File: src/rtl/ldf_pkg.sv
// Operation
// - on enable drive isolation switch, wait 500us, latch off if output sense low
// - floating mode pin: field 00 mixed, 01 direct pwm, 10 analog
// - driven mode pin: low mixed, middle direct pwm, high analog
// - mixed mode above transfer point: analog, amplitude follows input duty
// - mixed mode below transfer point: amplitude at transfer level, duty scaled up
// - transfer point selectable between 25% and 12.5%
// - mixed output dimming 200Hz or 23kHz, independent of input frequency
// - direct pwm: full amplitude, duty and frequency copied from input
// - analog: measure input duty by counter, amplitude is full scale times duty
// - analog duty below 10% raises minimum sink regulation voltage
// - output on-time below 7us regulates output at 93% of trip level
// - channel count field picks strings 1-4, 1-3, 1-2 or string 1
// - phase shift: each active channel lags the previous by 360/n
// - phase shift enabled by register bit or mid-level serial pins
// - jitter range bit selects 1/10 or 1/16 of central frequency
// - spread field selects 1/100, 1/150, 1/200 modulation, 11 disables
// - protection pulls fault flag low, sets fault bit, releases 750us after
// - over-voltage trip stops switching and marks off strings with low sink
// - every 500us marked strings get a 10us probe pulse to recover
// - sink above short threshold for 7.7ms marks that string off
// - all used strings short 480ms marks all off into standby, if enabled
// - compensation saturated 40ms pulls flag low, isolation off, latch off
// - transfer select bit 0 gives 25%, 1 gives 12.5%, reset 0
package ldf_pkg;

  localparam int NCH     = 4;
  localparam int CW      = 32;
  localparam int ADDR_W  = 8;
  localparam int CLK_MHZ = 250;
  localparam int CLK_HZ  = CLK_MHZ * 1000000;

  // times in their own units, then cycle counts
  localparam int T_START_US    = 500;
  localparam int T_RETRY_US    = 500;
  localparam int T_PROBE_US    = 10;
  localparam int T_FLAG_US     = 750;
  localparam int T_DEEP_US     = 7;
  localparam int T_SHORT_US    = 7700;
  localparam int T_ALLSHORT_MS = 480;
  localparam int T_COMP_MS     = 40;
  localparam int T_DIM_TO_MS   = 20;
  localparam int F_MIX_LO_HZ   = 200;
  localparam int F_MIX_HI_HZ   = 23000;

  localparam int START_CYC    = T_START_US * CLK_MHZ;
  localparam int RETRY_CYC    = T_RETRY_US * CLK_MHZ;
  localparam int PROBE_CYC    = T_PROBE_US * CLK_MHZ;
  localparam int FLAG_CYC     = T_FLAG_US * CLK_MHZ;
  localparam int DEEP_CYC     = T_DEEP_US * CLK_MHZ;
  localparam int SHORT_CYC    = T_SHORT_US * CLK_MHZ;
  localparam int ALLSHORT_CYC = T_ALLSHORT_MS * 1000 * CLK_MHZ;
  localparam int COMP_CYC     = T_COMP_MS * 1000 * CLK_MHZ;
  localparam int DIM_TO_CYC   = T_DIM_TO_MS * 1000 * CLK_MHZ;
  // 256 phase steps per output dimming period
  localparam int MIX_STEP_LO  = CLK_HZ / F_MIX_LO_HZ / 256;
  localparam int MIX_STEP_HI  = CLK_HZ / F_MIX_HI_HZ / 256;

  // duty scale: 8'hff is full scale
  localparam logic [7:0] DUTY_FULL  = 8'hff;
  localparam logic [7:0] TP_25      = 8'h40;
  localparam logic [7:0] TP_125     = 8'h20;
  localparam logic [7:0] DUTY_10PCT = 8'h1a;
  localparam logic [7:0] PH_Q       = 8'h40;
  localparam logic [7:0] PH_H       = 8'h80;
  localparam logic [7:0] PH_3Q      = 8'hc0;
  localparam logic [7:0] PH_T1      = 8'h55;
  localparam logic [7:0] PH_T2      = 8'hab;

  // register indices, byte address is index times four
  localparam logic [5:0] REG_FUNC  = 6'h00;
  localparam logic [5:0] REG_CHAN  = 6'h01;
  localparam logic [5:0] REG_FAULT = 6'h02;
  localparam logic [5:0] REG_ID    = 6'h03;
  localparam logic [5:0] REG_DUTY  = 6'h04;

  localparam logic [7:0] FUNC_RST  = 8'h02;
  localparam logic [7:0] CHAN_RST  = 8'h00;
  localparam int FUNC_MODE = 5;
  localparam int FUNC_TP   = 4;
  localparam int FUNC_FR   = 3;
  localparam int FUNC_SPR  = 1;
  localparam int FUNC_JIT  = 0;
  localparam int CHAN_PSE  = 7;
  localparam int CHAN_THR  = 5;
  localparam int FLT_SEN   = 7;
  localparam int FLT_DIS   = 6;
  localparam int FLT_LEDG  = 5;
  localparam int FLT_UVP   = 3;
  localparam int FLT_SHORT = 1;
  localparam int FLT_OPEN  = 0;

  localparam logic [1:0] MODE_MIXED  = 2'b00;
  localparam logic [1:0] MODE_PWM    = 2'b01;
  localparam logic [1:0] MODE_ANALOG = 2'b10;
  localparam logic [2:0] CH_3        = 3'b011;
  localparam logic [2:0] CH_2        = 3'b100;
  localparam logic [2:0] CH_1        = 3'b101;
  localparam logic [1:0] SPR_100     = 2'b00;
  localparam logic [1:0] SPR_150     = 2'b01;
  localparam logic [1:0] SPR_200     = 2'b10;
  localparam logic [7:0] DIV_100     = 8'h64;
  localparam logic [7:0] DIV_150     = 8'h96;
  localparam logic [7:0] DIV_200     = 8'hc8;
  localparam logic [4:0] JIT_10      = 5'h0a;
  localparam logic [4:0] JIT_16      = 5'h10;

  typedef enum logic [1:0] {PIN_LOW, PIN_MID, PIN_HIGH, PIN_OTHER} ldf_pin_lvl_t;
  typedef enum logic [1:0] {ST_IDLE, ST_CHECK, ST_RUN, ST_LATCH} ldf_fsm_t;

  typedef struct packed {
    logic              psel;
    logic              penable;
    logic              pwrite;
    logic [ADDR_W-1:0] paddr;
    logic [31:0]       pwdata;
  } ldf_apb_req_t;

  typedef struct packed {
    logic [31:0] prdata;
    logic        pready;
    logic        pslverr;
  } ldf_apb_rsp_t;

  typedef struct packed {
    logic           enable;
    logic           brightness_pwm_input;
    logic           output_sense_low;
    logic           mode_pin_float;
    ldf_pin_lvl_t   mode_pin_level;
    logic           phase_pin_mid;
    logic           ovp_trip;
    logic           comp_sat;
    logic [NCH-1:0] sink_low;
    logic [NCH-1:0] sink_short;
  } ldf_sense_t;

  typedef struct packed {
    logic           isolation_switch_drive;
    logic           fault_flag_output;
    logic           stop_switching;
    logic [NCH-1:0] string_on;
    logic [7:0]     amplitude;
    logic           raise_min_sink;
    logic           regulate_ovp93;
    logic           spread_enable;
    logic [7:0]     spread_divisor;
    logic [4:0]     jitter_divisor;
    logic [1:0]     short_threshold_field;
  } ldf_drive_t;

endpackage : ldf_pkg

File: src/rtl/ldf_top.sv
// Local design decisions: the APB slave port and the register offsets.
`timescale 1ns/1ps
module ldf_top #(
  parameter int unsigned P_START_CYC    = ldf_pkg::START_CYC,
  parameter int unsigned P_RETRY_CYC    = ldf_pkg::RETRY_CYC,
  parameter int unsigned P_FLAG_CYC     = ldf_pkg::FLAG_CYC,
  parameter int unsigned P_SHORT_CYC    = ldf_pkg::SHORT_CYC,
  parameter int unsigned P_ALLSHORT_CYC = ldf_pkg::ALLSHORT_CYC,
  parameter int unsigned P_COMP_CYC     = ldf_pkg::COMP_CYC,
  parameter int unsigned P_DIM_TO_CYC   = ldf_pkg::DIM_TO_CYC,
  parameter int unsigned P_MIX_STEP_LO  = ldf_pkg::MIX_STEP_LO,
  parameter int unsigned P_MIX_STEP_HI  = ldf_pkg::MIX_STEP_HI,
  // arbitrary identity value
  parameter logic [7:0]  P_ID           = 8'h2a
) (
  // clock and reset
  input  logic                 core_clk,
  input  logic                 nrst,
  // register bus
  input  ldf_pkg::ldf_apb_req_t apb_req,
  output ldf_pkg::ldf_apb_rsp_t apb_rsp,
  // comparator and pin levels
  input  ldf_pkg::ldf_sense_t   sense,
  // driver controls
  output ldf_pkg::ldf_drive_t   drive
);
  import ldf_pkg::*;

  typedef struct packed {
    ldf_fsm_t                  fsm;
    logic [CW-1:0]             cnt;
    logic [7:0]                func;
    logic [7:0]                chan;
    logic                      all_short_enable;
    logic                      dis;
    logic [5:0]                flt;
    ldf_apb_rsp_t              rsp;
    logic                      dim_q;
    logic                      seen;
    logic [CW-1:0]             hi_cnt;
    logic [CW-1:0]             per_cnt;
    logic [CW-1:0]             hi_lat;
    logic [CW-1:0]             per_lat;
    logic [CW-1:0]             tdir;
    logic                      div_busy;
    logic [3:0]                div_i;
    logic [CW:0]               rem;
    logic [7:0]                quo;
    logic [7:0]                duty;
    logic [CW-1:0]             step;
    logic [7:0]                phase;
    logic [CW-1:0]             on_cnt;
    logic                      base0_q;
    logic [NCH-1:0]            marked;
    logic [NCH-1:0][CW-1:0]    short_cnt;
    logic [CW-1:0]             all_cnt;
    logic                      standby;
    logic [CW-1:0]             comp_cnt;
    logic [CW-1:0]             probe_tmr;
    logic                      probe_on;
    logic [CW-1:0]             flag_cnt;
    ldf_drive_t                drv;
  } ldf_st_t;

  ldf_st_t s;
  ldf_st_t n;

  function automatic logic [7:0] ldf_frac(input logic [2:0] nc, input int k);
    logic [7:0] f;
    f = 8'h00;
    if (nc == 3'd4) begin
      f = (k == 1) ? PH_Q : (k == 2) ? PH_H : (k == 3) ? PH_3Q : 8'h00;
    end else if (nc == 3'd3) begin
      f = (k == 1) ? PH_T1 : (k == 2) ? PH_T2 : 8'h00;
    end else if (nc == 3'd2) begin
      f = (k == 1) ? PH_H : 8'h00;
    end
    return f;
  endfunction : ldf_frac

  // mode, channel set and phase enable from registers and pins
  logic [1:0]     mode;
  logic [NCH-1:0] used;
  logic [2:0]     nch;
  logic           ps_on;
  logic [7:0]     tp;
  logic           mix_full;
  logic [7:0]     dout;
  logic [NCH-1:0] base;
  logic [5:0]     idx;
  logic           hit;
  logic [7:0]     rd_val;

  always_comb begin
    if (sense.mode_pin_float) begin
      mode = (s.func[FUNC_MODE+:2] == MODE_PWM) ? MODE_PWM :
             (s.func[FUNC_MODE+:2] == MODE_ANALOG) ? MODE_ANALOG : MODE_MIXED;
    end else begin
      case (sense.mode_pin_level)
        PIN_MID:  mode = MODE_PWM;
        PIN_HIGH: mode = MODE_ANALOG;
        default:  mode = MODE_MIXED;
      endcase
    end
    case (s.chan[2:0])
      CH_3: begin used = 4'h7; nch = 3'd3; end
      CH_2: begin used = 4'h3; nch = 3'd2; end
      CH_1: begin used = 4'h1; nch = 3'd1; end
      default: begin used = 4'hf; nch = 3'd4; end
    endcase
    ps_on = s.chan[CHAN_PSE] | sense.phase_pin_mid;
    tp = s.func[FUNC_TP] ? TP_125 : TP_25;
    // scale duty below the transfer point
    mix_full = (s.duty >= tp);
    dout = s.func[FUNC_TP] ? {s.duty[4:0], 3'b000} : {s.duty[5:0], 2'b00};
  end

  for (genvar k = 0; k < NCH; k++) begin : g_ch
    logic [7:0]     frac;
    logic [7:0]     pm;
    logic [CW+7:0]  prod;
    logic [CW-1:0]  off;
    logic [CW-1:0]  rel;
    logic           dir_on;
    logic           mix_on;
    assign frac   = ps_on ? ldf_frac(nch, k) : 8'h00;
    assign pm     = s.phase - frac;
    assign prod   = (CW+8)'(s.per_lat) * (CW+8)'(frac);
    assign off    = prod[CW+7:8];
    assign rel    = (s.tdir >= off) ? s.tdir - off : s.tdir + s.per_lat - off;
    // channel without lag copies the input
    assign dir_on = (frac == 8'h00) ? sense.brightness_pwm_input : (rel < s.hi_lat);
    assign mix_on = mix_full | (pm < dout);
    assign base[k] = used[k] & ((mode == MODE_PWM) ? dir_on :
                                (mode == MODE_MIXED) ? mix_on : 1'b1);
  end

  // register read mux
  assign idx = apb_req.paddr[ADDR_W-1:2];
  assign hit = (apb_req.paddr[1:0] == 2'b00) && (idx <= REG_DUTY);
  always_comb begin
    case (idx)
      REG_FUNC:  rd_val = s.func;
      REG_CHAN:  rd_val = s.chan;
      REG_FAULT: rd_val = {s.all_short_enable, s.dis, s.flt};
      REG_ID:    rd_val = P_ID;
      REG_DUTY:  rd_val = s.duty;
      default:   rd_val = 8'h00;
    endcase
  end

  always_comb begin
    logic           en;
    logic           rise;
    logic           run;
    logic           fault_any;
    logic [NCH-1:0] drv_on;
    logic           all_short;
    en = 1'b0;
    rise = 1'b0;
    run = 1'b0;
    fault_any = 1'b0;
    drv_on = '0;
    all_short = 1'b0;
    n = s;

    // apb slave: answer prepared in setup, completes in the first access cycle
    n.rsp.pready  = 1'b0;
    n.rsp.pslverr = 1'b0;
    if (apb_req.psel && !apb_req.penable) begin
      n.rsp.pready  = 1'b1;
      n.rsp.prdata  = {24'h000000, rd_val};
      n.rsp.pslverr = !hit;
    end
    if (apb_req.psel && apb_req.penable && s.rsp.pready && apb_req.pwrite && hit) begin
      case (idx)
        REG_FUNC: n.func = apb_req.pwdata[7:0];
        REG_CHAN: n.chan = apb_req.pwdata[7:0];
        REG_FAULT: begin
          n.all_short_enable = apb_req.pwdata[FLT_SEN];
          n.dis = apb_req.pwdata[FLT_DIS];
          n.flt = s.flt & ~apb_req.pwdata[5:0];
        end
        default: ;
      endcase
    end

    en = sense.enable & !s.dis;
    case (s.fsm)
      ST_IDLE: begin
        n.drv.isolation_switch_drive = 1'b0;
        if (en) begin
          n.fsm = ST_CHECK;
          n.cnt = '0;
          n.drv.isolation_switch_drive = 1'b1;
        end
      end
      ST_CHECK: begin
        n.cnt = s.cnt + 1'b1;
        if (!en) begin
          n.fsm = ST_IDLE;
        end else if (s.cnt == CW'(P_START_CYC - 1)) begin
          if (sense.output_sense_low) begin
            n.fsm = ST_LATCH;
            n.flt[FLT_UVP] = 1'b1;
          end else begin
            n.fsm = ST_RUN;
            n.marked = '0;
            n.standby = 1'b0;
          end
        end
      end
      ST_RUN: begin
        if (!en) begin
          n.fsm = ST_IDLE;
        end else if (s.comp_cnt == CW'(P_COMP_CYC - 1) && sense.comp_sat) begin
          n.fsm = ST_LATCH;
          n.flt[FLT_LEDG] = 1'b1;
        end
      end
      ST_LATCH: begin
        n.drv.isolation_switch_drive = 1'b0;
        if (!sense.enable) begin
          n.fsm = ST_IDLE;
        end
      end
      default: n.fsm = ST_IDLE;
    endcase
    run = (s.fsm == ST_RUN);
    n.comp_cnt = (run && sense.comp_sat) ? s.comp_cnt + 1'b1 : '0;

    // duty measurement, one update per complete input period
    n.dim_q = sense.brightness_pwm_input;
    rise = sense.brightness_pwm_input & !s.dim_q;
    n.tdir = rise ? '0 : s.tdir + 1'b1;
    if (rise) begin
      n.seen = 1'b1;
      n.hi_cnt = CW'(1);
      n.per_cnt = CW'(1);
      if (s.seen) begin
        n.hi_lat = s.hi_cnt;
        n.per_lat = s.per_cnt;
        n.div_busy = 1'b1;
        n.div_i = '0;
        n.rem = {1'b0, s.hi_cnt};
        n.quo = '0;
      end
    end else if (s.per_cnt == CW'(P_DIM_TO_CYC)) begin
      // input stuck: treat as constant duty, no division needed
      n.duty = sense.brightness_pwm_input ? DUTY_FULL : 8'h00;
      n.seen = 1'b0;
    end else begin
      n.per_cnt = s.per_cnt + 1'b1;
      n.hi_cnt = s.hi_cnt + CW'(sense.brightness_pwm_input);
    end
    // serial divider: eight restoring steps keep the area small
    if (s.div_busy) begin
      if (s.rem[CW-1:0] >= s.per_lat) begin
        n.duty = DUTY_FULL;
        n.div_busy = 1'b0;
      end else begin
        n.rem = {s.rem[CW-1:0], 1'b0};
        n.quo = {s.quo[6:0], 1'b0};
        if ({s.rem[CW-1:0], 1'b0} >= {1'b0, s.per_lat}) begin
          n.rem = {s.rem[CW-1:0], 1'b0} - {1'b0, s.per_lat};
          n.quo = {s.quo[6:0], 1'b1};
        end
        n.div_i = s.div_i + 1'b1;
        if (s.div_i == 4'h7) begin
          n.div_busy = 1'b0;
          n.duty = n.quo;
        end
      end
    end

    // internal dimming period, free of the input frequency
    if (s.step >= (s.func[FUNC_FR] ? CW'(P_MIX_STEP_HI - 1) : CW'(P_MIX_STEP_LO - 1))) begin
      n.step = '0;
      n.phase = s.phase + 1'b1;
    end else begin
      n.step = s.step + 1'b1;
    end

    case (mode)
      MODE_PWM:    n.drv.amplitude = DUTY_FULL;
      MODE_ANALOG: n.drv.amplitude = s.duty;
      default:     n.drv.amplitude = mix_full ? s.duty : tp;
    endcase
    n.drv.raise_min_sink = (mode == MODE_ANALOG) && (s.duty < DUTY_10PCT);

    // on-time of the output dimming pulse
    n.base0_q = base[0];
    if (base[0]) begin
      n.on_cnt = (s.on_cnt == CW'(DEEP_CYC)) ? s.on_cnt : s.on_cnt + 1'b1;
      if (s.on_cnt == CW'(DEEP_CYC)) begin
        n.drv.regulate_ovp93 = 1'b0;
      end
    end else begin
      n.on_cnt = '0;
      if (s.base0_q) begin
        n.drv.regulate_ovp93 = (s.on_cnt < CW'(DEEP_CYC));
      end
    end

    n.probe_tmr = (s.probe_tmr == CW'(P_RETRY_CYC - 1)) ? '0 : s.probe_tmr + 1'b1;
    n.probe_on = (s.probe_tmr < CW'(PROBE_CYC));
    if (run && s.probe_on && !n.probe_on) begin
      n.marked = s.marked & (sense.sink_low | sense.sink_short);
      if ((sense.sink_short & used) == '0) begin
        n.standby = 1'b0;
      end
    end

    // open strings marked on over-voltage trip
    if (run && sense.ovp_trip && (used & sense.sink_low & ~s.marked) != '0) begin
      n.marked = n.marked | (used & sense.sink_low);
      n.flt[FLT_OPEN] = 1'b1;
    end

    drv_on = used & ~s.marked & s.drv.string_on;
    for (int k = 0; k < NCH; k++) begin
      if (drv_on[k] && sense.sink_short[k]) begin
        n.short_cnt[k] = s.short_cnt[k] + 1'b1;
        if (s.short_cnt[k] == CW'(P_SHORT_CYC - 1)) begin
          n.marked[k] = 1'b1;
          n.flt[FLT_SHORT] = 1'b1;
          n.short_cnt[k] = '0;
        end
      end else if (drv_on[k] || s.marked[k] || !run) begin
        n.short_cnt[k] = '0;
      end
    end

    // all-short standby, gated by its enable bit
    all_short = s.all_short_enable && run && ((used & sense.sink_short) == used);
    n.all_cnt = all_short ? s.all_cnt + 1'b1 : '0;
    if (all_short && s.all_cnt == CW'(P_ALLSHORT_CYC - 1)) begin
      n.standby = 1'b1;
      n.marked = used;
      n.flt[FLT_SHORT] = 1'b1;
      n.all_cnt = '0;
    end

    for (int k = 0; k < NCH; k++) begin
      n.drv.string_on[k] = run && used[k] &&
                           (s.marked[k] ? s.probe_on : (!s.standby && base[k]));
    end
    // switching held off during a trip or outside run
    n.drv.stop_switching = !run || sense.ovp_trip || s.standby;

    fault_any = (s.fsm == ST_LATCH) || (s.marked != '0) || s.standby ||
                (run && sense.ovp_trip);
    if (fault_any) begin
      n.drv.fault_flag_output = 1'b0;
      n.flag_cnt = '0;
    end else if (!s.drv.fault_flag_output) begin
      n.flag_cnt = s.flag_cnt + 1'b1;
      if (s.flag_cnt == CW'(P_FLAG_CYC - 1)) begin
        n.drv.fault_flag_output = 1'b1;
      end
    end

    n.drv.spread_enable = (s.func[FUNC_SPR+:2] != 2'b11);
    case (s.func[FUNC_SPR+:2])
      SPR_100: n.drv.spread_divisor = DIV_100;
      SPR_150: n.drv.spread_divisor = DIV_150;
      SPR_200: n.drv.spread_divisor = DIV_200;
      default: n.drv.spread_divisor = 8'h00;
    endcase
    n.drv.jitter_divisor = s.func[FUNC_JIT] ? JIT_16 : JIT_10;
    n.drv.short_threshold_field = s.chan[CHAN_THR+:2];
  end

  always_ff @(posedge core_clk or negedge nrst) begin
    if (!nrst) begin
      s <= '0;
      s.fsm <= ST_IDLE;
      s.func <= FUNC_RST;
      s.chan <= CHAN_RST;
      s.drv.fault_flag_output <= 1'b1;
      s.drv.stop_switching <= 1'b1;
      s.drv.spread_enable <= 1'b1;
      s.drv.spread_divisor <= DIV_150;
      s.drv.jitter_divisor <= JIT_10;
    end else begin
      s <= n;
    end
  end

  assign apb_rsp = s.rsp;
  assign drive   = s.drv;

endmodule : ldf_top

File: config.mk
export PLATFORM = sky130hd
export DESIGN_NAME = ldf_top
export DESIGN_NICKNAME = d
export VERILOG_FILES = /design/src/rtl/ldf_pkg.sv /design/src/rtl/ldf_top.sv
export SDC_FILE = /design/constraint.sdc
export NUM_CORES = 2
export LEC_CHECK = 0
export BUFFER_PORTS_ARGS = -buffer_cell sky130_fd_sc_hd__buf_2
export CORE_ASPECT_RATIO = 2
export CORE_MARGIN = 5
export CORE_UTILIZATION = 59
export CTS_BUF_LIST = sky130_fd_sc_hd__clkbuf_4 sky130_fd_sc_hd__clkbuf_8 sky130_fd_sc_hd__clkbuf_16
export DETAILED_ROUTE_END_ITERATION = 16
export PLACE_DENSITY = 0.75
export SLEW_MARGIN = 20
export SYNTH_ARGS = -nofsm -noshare
export SYNTH_HDL_FRONTEND = slang
export SYNTH_SLANG_ARGS = --single-unit
File: constraint.sdc
create_clock -name core_clk -period 9.8 [get_ports core_clk]
set_clock_uncertainty 0.05 [all_clocks]
set_input_delay 0.98 -clock core_clk [delete_from_list [all_inputs] [get_ports core_clk]]
set_output_delay 0.98 -clock core_clk [all_outputs]
set_load 0.05 [all_outputs]
# [After elaboration in Yosys (flattened, before gate mapping)]
# Cells that the tools add are included.
[word_totals] out_inout_bits=67 reg_bits=652 in_bits=62 wordCells=380
[classes] order_cmp=18 bitwise=22 n_eq_ne=43 n_reduce_logical=81 mul=3 n_mux=136 addsub=27
[op_table] cell="32-bit 2-to-1 mux" count=24
[op_table] cell="32-bit by 1-bit adder with 32-bit output, second input constant" count=13
[op_table] cell="32-bit subtractor" count=6
[op_table] cell="32-bit by 21-bit equality test with 1-bit output, second input constant" count=4
[op_table] cell="32-bit greater-or-equal comparator" count=4
[op_table] cell="8-bit 2-to-1 mux" count=16
[op_table] cell="32-bit by 8-bit multiplier with 40-bit output" count=3
[op_table] cell="32-bit < comparator" count=3
[op_table] cell="46-bit 2-to-1 mux" count=2
[op_table] cell="65-bit 2-to-1 mux" count=1
[op_table] cell="32-bit by 17-bit equality test with 1-bit output, second input constant" count=2
[op_table] cell="64-bit 2-to-1 mux" count=1
[op_table] cell="32-bit one-hot mux with 2 select lines" count=1
[op_table] cell="1-bit 2-to-1 mux" count=57
[op_table] cell="54-bit 2-to-1 mux" count=1
[op_table] cell="45-bit 2-to-1 mux" count=1
[op_table] cell="41-bit 2-to-1 mux" count=1
[op_table] cell="8-bit one-hot mux with 5 select lines" count=1
[op_table] cell="34-bit 2-to-1 mux" count=1
[op_table] cell="33-bit by 32-bit greater-or-equal comparator with 1-bit output" count=1
[op_table] cell="33-bit 2-to-1 mux" count=1
[op_table] cell="33-bit by 32-bit subtractor with 33-bit output" count=1
[op_table] cell="32-bit by 1-bit adder with 32-bit output" count=1
[op_table] cell="32-bit adder" count=1
[op_table] cell="58 further kinds" count=183

# [Logic depth before layout (Yosys ltp)]
[logic_depth] word_depth=17 mapped_depth=63 mapped_depth_nobuf=59

# [Worst setup path after synthesis]
# No wires, ideal clock.
[synth_timing] kind="in2reg" from="in sense[10] in the netlist's numbering" to="reg s (netlist bit drive[27])" required_ns=9.683 path_stages=54 path_buffers=4 t_arrival_ns=10.784 setup_slack_ns=-1.101 path_cell_list="o21ai_1 -> clkbuf_1 -> buf_1 -> nor2_1 -> ha_1 -> inv_1 -> fa_1 -> inv_1 -> fa_1 -> inv_1 -> fa_1 -> inv_1 -> ha_1 -> a21oi_1 -> o211ai_1 -> o21ai_1 -> nand3_1 -> o21a_1 -> [... 18 more ...] -> clkbuf_1 -> nand2_1 -> o21ai_0 -> ha_1 -> a21o_1 -> a21o_1 -> a21oi_1 -> nor2b_1 -> o21ai_0 -> nand2b_1 -> a21oi_1 -> nor2b_1 -> o21ai_0 -> o21ai_0 -> o21ai_0 -> o2111ai_1 -> nor3_1 -> o41a_1"
[synth_rtl] element="start: declaration" line_no="ldf_top.sv:23" text="input ldf_pkg::ldf_sense_t sense,"
[synth_rtl] element="end signal: assignment" line_no="ldf_top.sv:386" text="s <= n;"
[synth_rtl] element="end: declaration" line_no="ldf_top.sv:65" text="ldf_st_t s;"

==> reports/qor.csv <==
metric;value;unit
status;complete, but fails checks;
failing checks;negative setup slack;
first-pass GRT wire length;316000;um
clk slew on worst S/H paths;0.07;ns
drt wl/cell;22.0;um
TritonCTS clock tree;yes;
fin worst setup slack;-0.612;ns
R2R Setup Slk;-0.61;ns
Final Power;16.7;mW
Yosys reg bits;645;
dpl cells;9178;
Max VDD drop;0.272;mV
FFs w/ async S/R, synth;100;%
Fillers;7983;
routability-driven placement congestion ratio;1.04;
global route total overflow;0;
via count;55800;
Slew HR;20.1;%
synthesized instance count;6976;
Num CTS Buffers;59;
last element of the critical path;drive[27];
reg2reg start;s[628];
1st-iter DRT viols;3245;
core region area;0.101;mm2
Max Fanout on Critical Path;10;
vias in the first global route;57500;
GRT Util Overall;37.4;%
share of cells above drive strength 1;19.6;%
clock root cell;clkbuf_16;
sequential area share after synthesis;26.9;%
Vias/cell;5.94;
setup TNS;-1.02;ns
Min-Delay Path Class;input pin to asynchronous set/reset pin;
critical path startpoint category;flip-flop;
row cnt;165;
Layout Nets;9061;
worst r2r dst;drive[27];
CP max-delay cell;fa_1;
total routed wirelength;207000;um
IO buf count;77;
fin crit period;10.41;ns
critical path class;flip-flop to flip-flop;
Finished Layout Cells;9393;
die height;461;um
Antenna Violating Nets Remaining;0;
EDFF count, synth;0;
residual DRC count;0;
io pins;129;
worst-case clock buffer depth;3;
Clock Sinks;645;
endpoints failing hold;0;
Yosys warnings;0;
CP Capture Type;flip-flop;
hold_buf cts;0;
CP max stage delay;0.55;ns
Synth Flop Type;dfrtp_1;
initial antenna violation count;6;
reg2reg path depth;55;
pwr/cell area;228;mW/mm2
Initial Util;59.4;%
final core occ;72.4;%
Slew Viols, Final;0;
largest net degree at the start of global routing;158;
total of max-cap violations;0;
Setup violations, final;2;
worst setup path startpoint;s[628];
worst skew pair latency;0.70;ns
maximum clock rate;96.0;MHz
DR pass1 iterations;8;
CP required;10.34;ns
crit path DAT;10.95;ns
Leak;36.3;nW
Mean Syn Cell Area;8.61;um2
worst slack at placement;-1.40;ns
H-tree levels;2;
RSZ-0062 raised after global routing;true;
Layout area overhead;21.9;%
detailed-placement wirelength estimate;165000;um
period utilization;106;%
Chip Width;236;um
Yosys cell types;97;
Die ar.;0.109;mm2
Worst-Margin Slew;1.19;ns
synthesized area;0.0601;mm2
[worst min path at each step]
stage                     startpoint  endpoint  slack, ns  cells after the start
final                           nrst    s[312]       0.24                      1
after detailed placement        n[1]  drive[1]       0.34                      0
after global routing            nrst    s[312]       0.33                      1
after floorplan                 n[0]  drive[0]       0.31                      0
after CTS                       nrst    s[312]       0.29                      1
after global placement          n[1]  drive[1]       0.34                      0
[layout make-up]
type / instances / area [um2] / area share [%]
multi-input combinational: 5550 / 42100 / 57.5
sequential: 645 / 16200 / 22.1
timing repair buffer: 1151 / 8800 / 12.0
inverter: 594 / 2230 / 3.04
tap: 1336 / 1670 / 2.28
clock buffer: 68 / 1570 / 2.14
clock inverter: 44 / 726 / 0.991
antenna: 5 / 12.5 / 0.0171
[layout by cell type (no fill, tap or decap), types with 33 or more instances in the layout]
cell type / count
o21ai_1: 44
nor2_1: 690
ha_1: 791
nand4_1: 125
a21oi_2: 33
o21a_1: 49
fa_1: 174
nor4_1: 100
nor2b_1: 100
and3_1: 114
conb_1: 45
buf_4: 1035
clkbuf_16: 59
o31ai_1: 36
a21oi_1: 359
xnor2_1: 311
o21bai_1: 33
mux2_2: 36
nand3_1: 221
xor2_1: 312
nand2b_1: 94
inv_1: 587
a21o_1: 161
dfrtp_1: 637
or3_1: 67
nor3_1: 133
buf_2: 76
o21ai_0: 342
nand2_1: 554
[per-layer routing]
layer	vias to the layer above	routed length (um)	GRT usage, %
met3	921	9340	5.81
met5	-	17	0
met4	2	33000	44.8
met1	26800	62000	32.5
met2	1779	102000	66.5
li1	26300	-	-
[logic make-up after synthesis]
group | synth area share [%]
muxes | 0.958
buffers and inverters | 5.59
DFF | 26.9
AOI/OAI and AO/OA | 14.5
adders and majority gates | 23.3
other | 0.00624
and+or+nand+nor | 19.5
xor gates and xnor gates | 9.27
[cells in the mapped netlist, types with 145 or more instances]
cell     instances  area, um2
a21o_1         162       1220
dfrtp_1        637      15900
nand3_1        224       1120
inv_1          593       2230
xnor2_1        316       2770
ha_1           821      10300
fa_1           177       3540
nand2_1        558       2090
nor3_1         145        726
nor2_1         716       2690
a21oi_1        398       1990
o21ai_0        391       1960
xor2_1         317       2780
[per-stage QoR]
step / cell area, um2 / hold WS (ns)
2_1_floorplan: 60600 / 0.314
3_3_place_gp: 69000 / 0.344
3_5_place_dp: 69000 / 0.344
4_1_cts: 72400 / 0.293
5_1_grt: 73200 / 0.328
6_report: 73200 / 0.239
[sequential cells by signal (all words and copies together) (netlist names)]
register	flops
s	605
drive	28
apb_rsp	10
n	2
[what timing repair did]
action,in CTS,in global routing
hold endpoints to repair,0,0
pin swaps,103,113
buffers inserted,67,28
endpoints found under the setup margin,3,3
resized for setup,119,131
gates cloned,2,0
[power breakdown]
part	internal, mW	total, mW	switching [mW]
clock network	1.55	2.71	1.16
registers	2.80	2.97	0.168
logic	5.33	11.1	5.73
total	9.68	16.7	7.05
[worst max-delay path, delay by kind of cell (launching register included)]
kind / cells / cell delay, ns
adders and majority gates: 10 / 3.13
and+or+nand+nor: 11 / 1.49
DFF: 1 / 0.43
buffers and inverters: 8 / 0.97
xor gates and xnor gates: 1 / 0.20
AOI/OAI and AO/OA: 25 / 4.03
(Power assumes the default switching activity.)
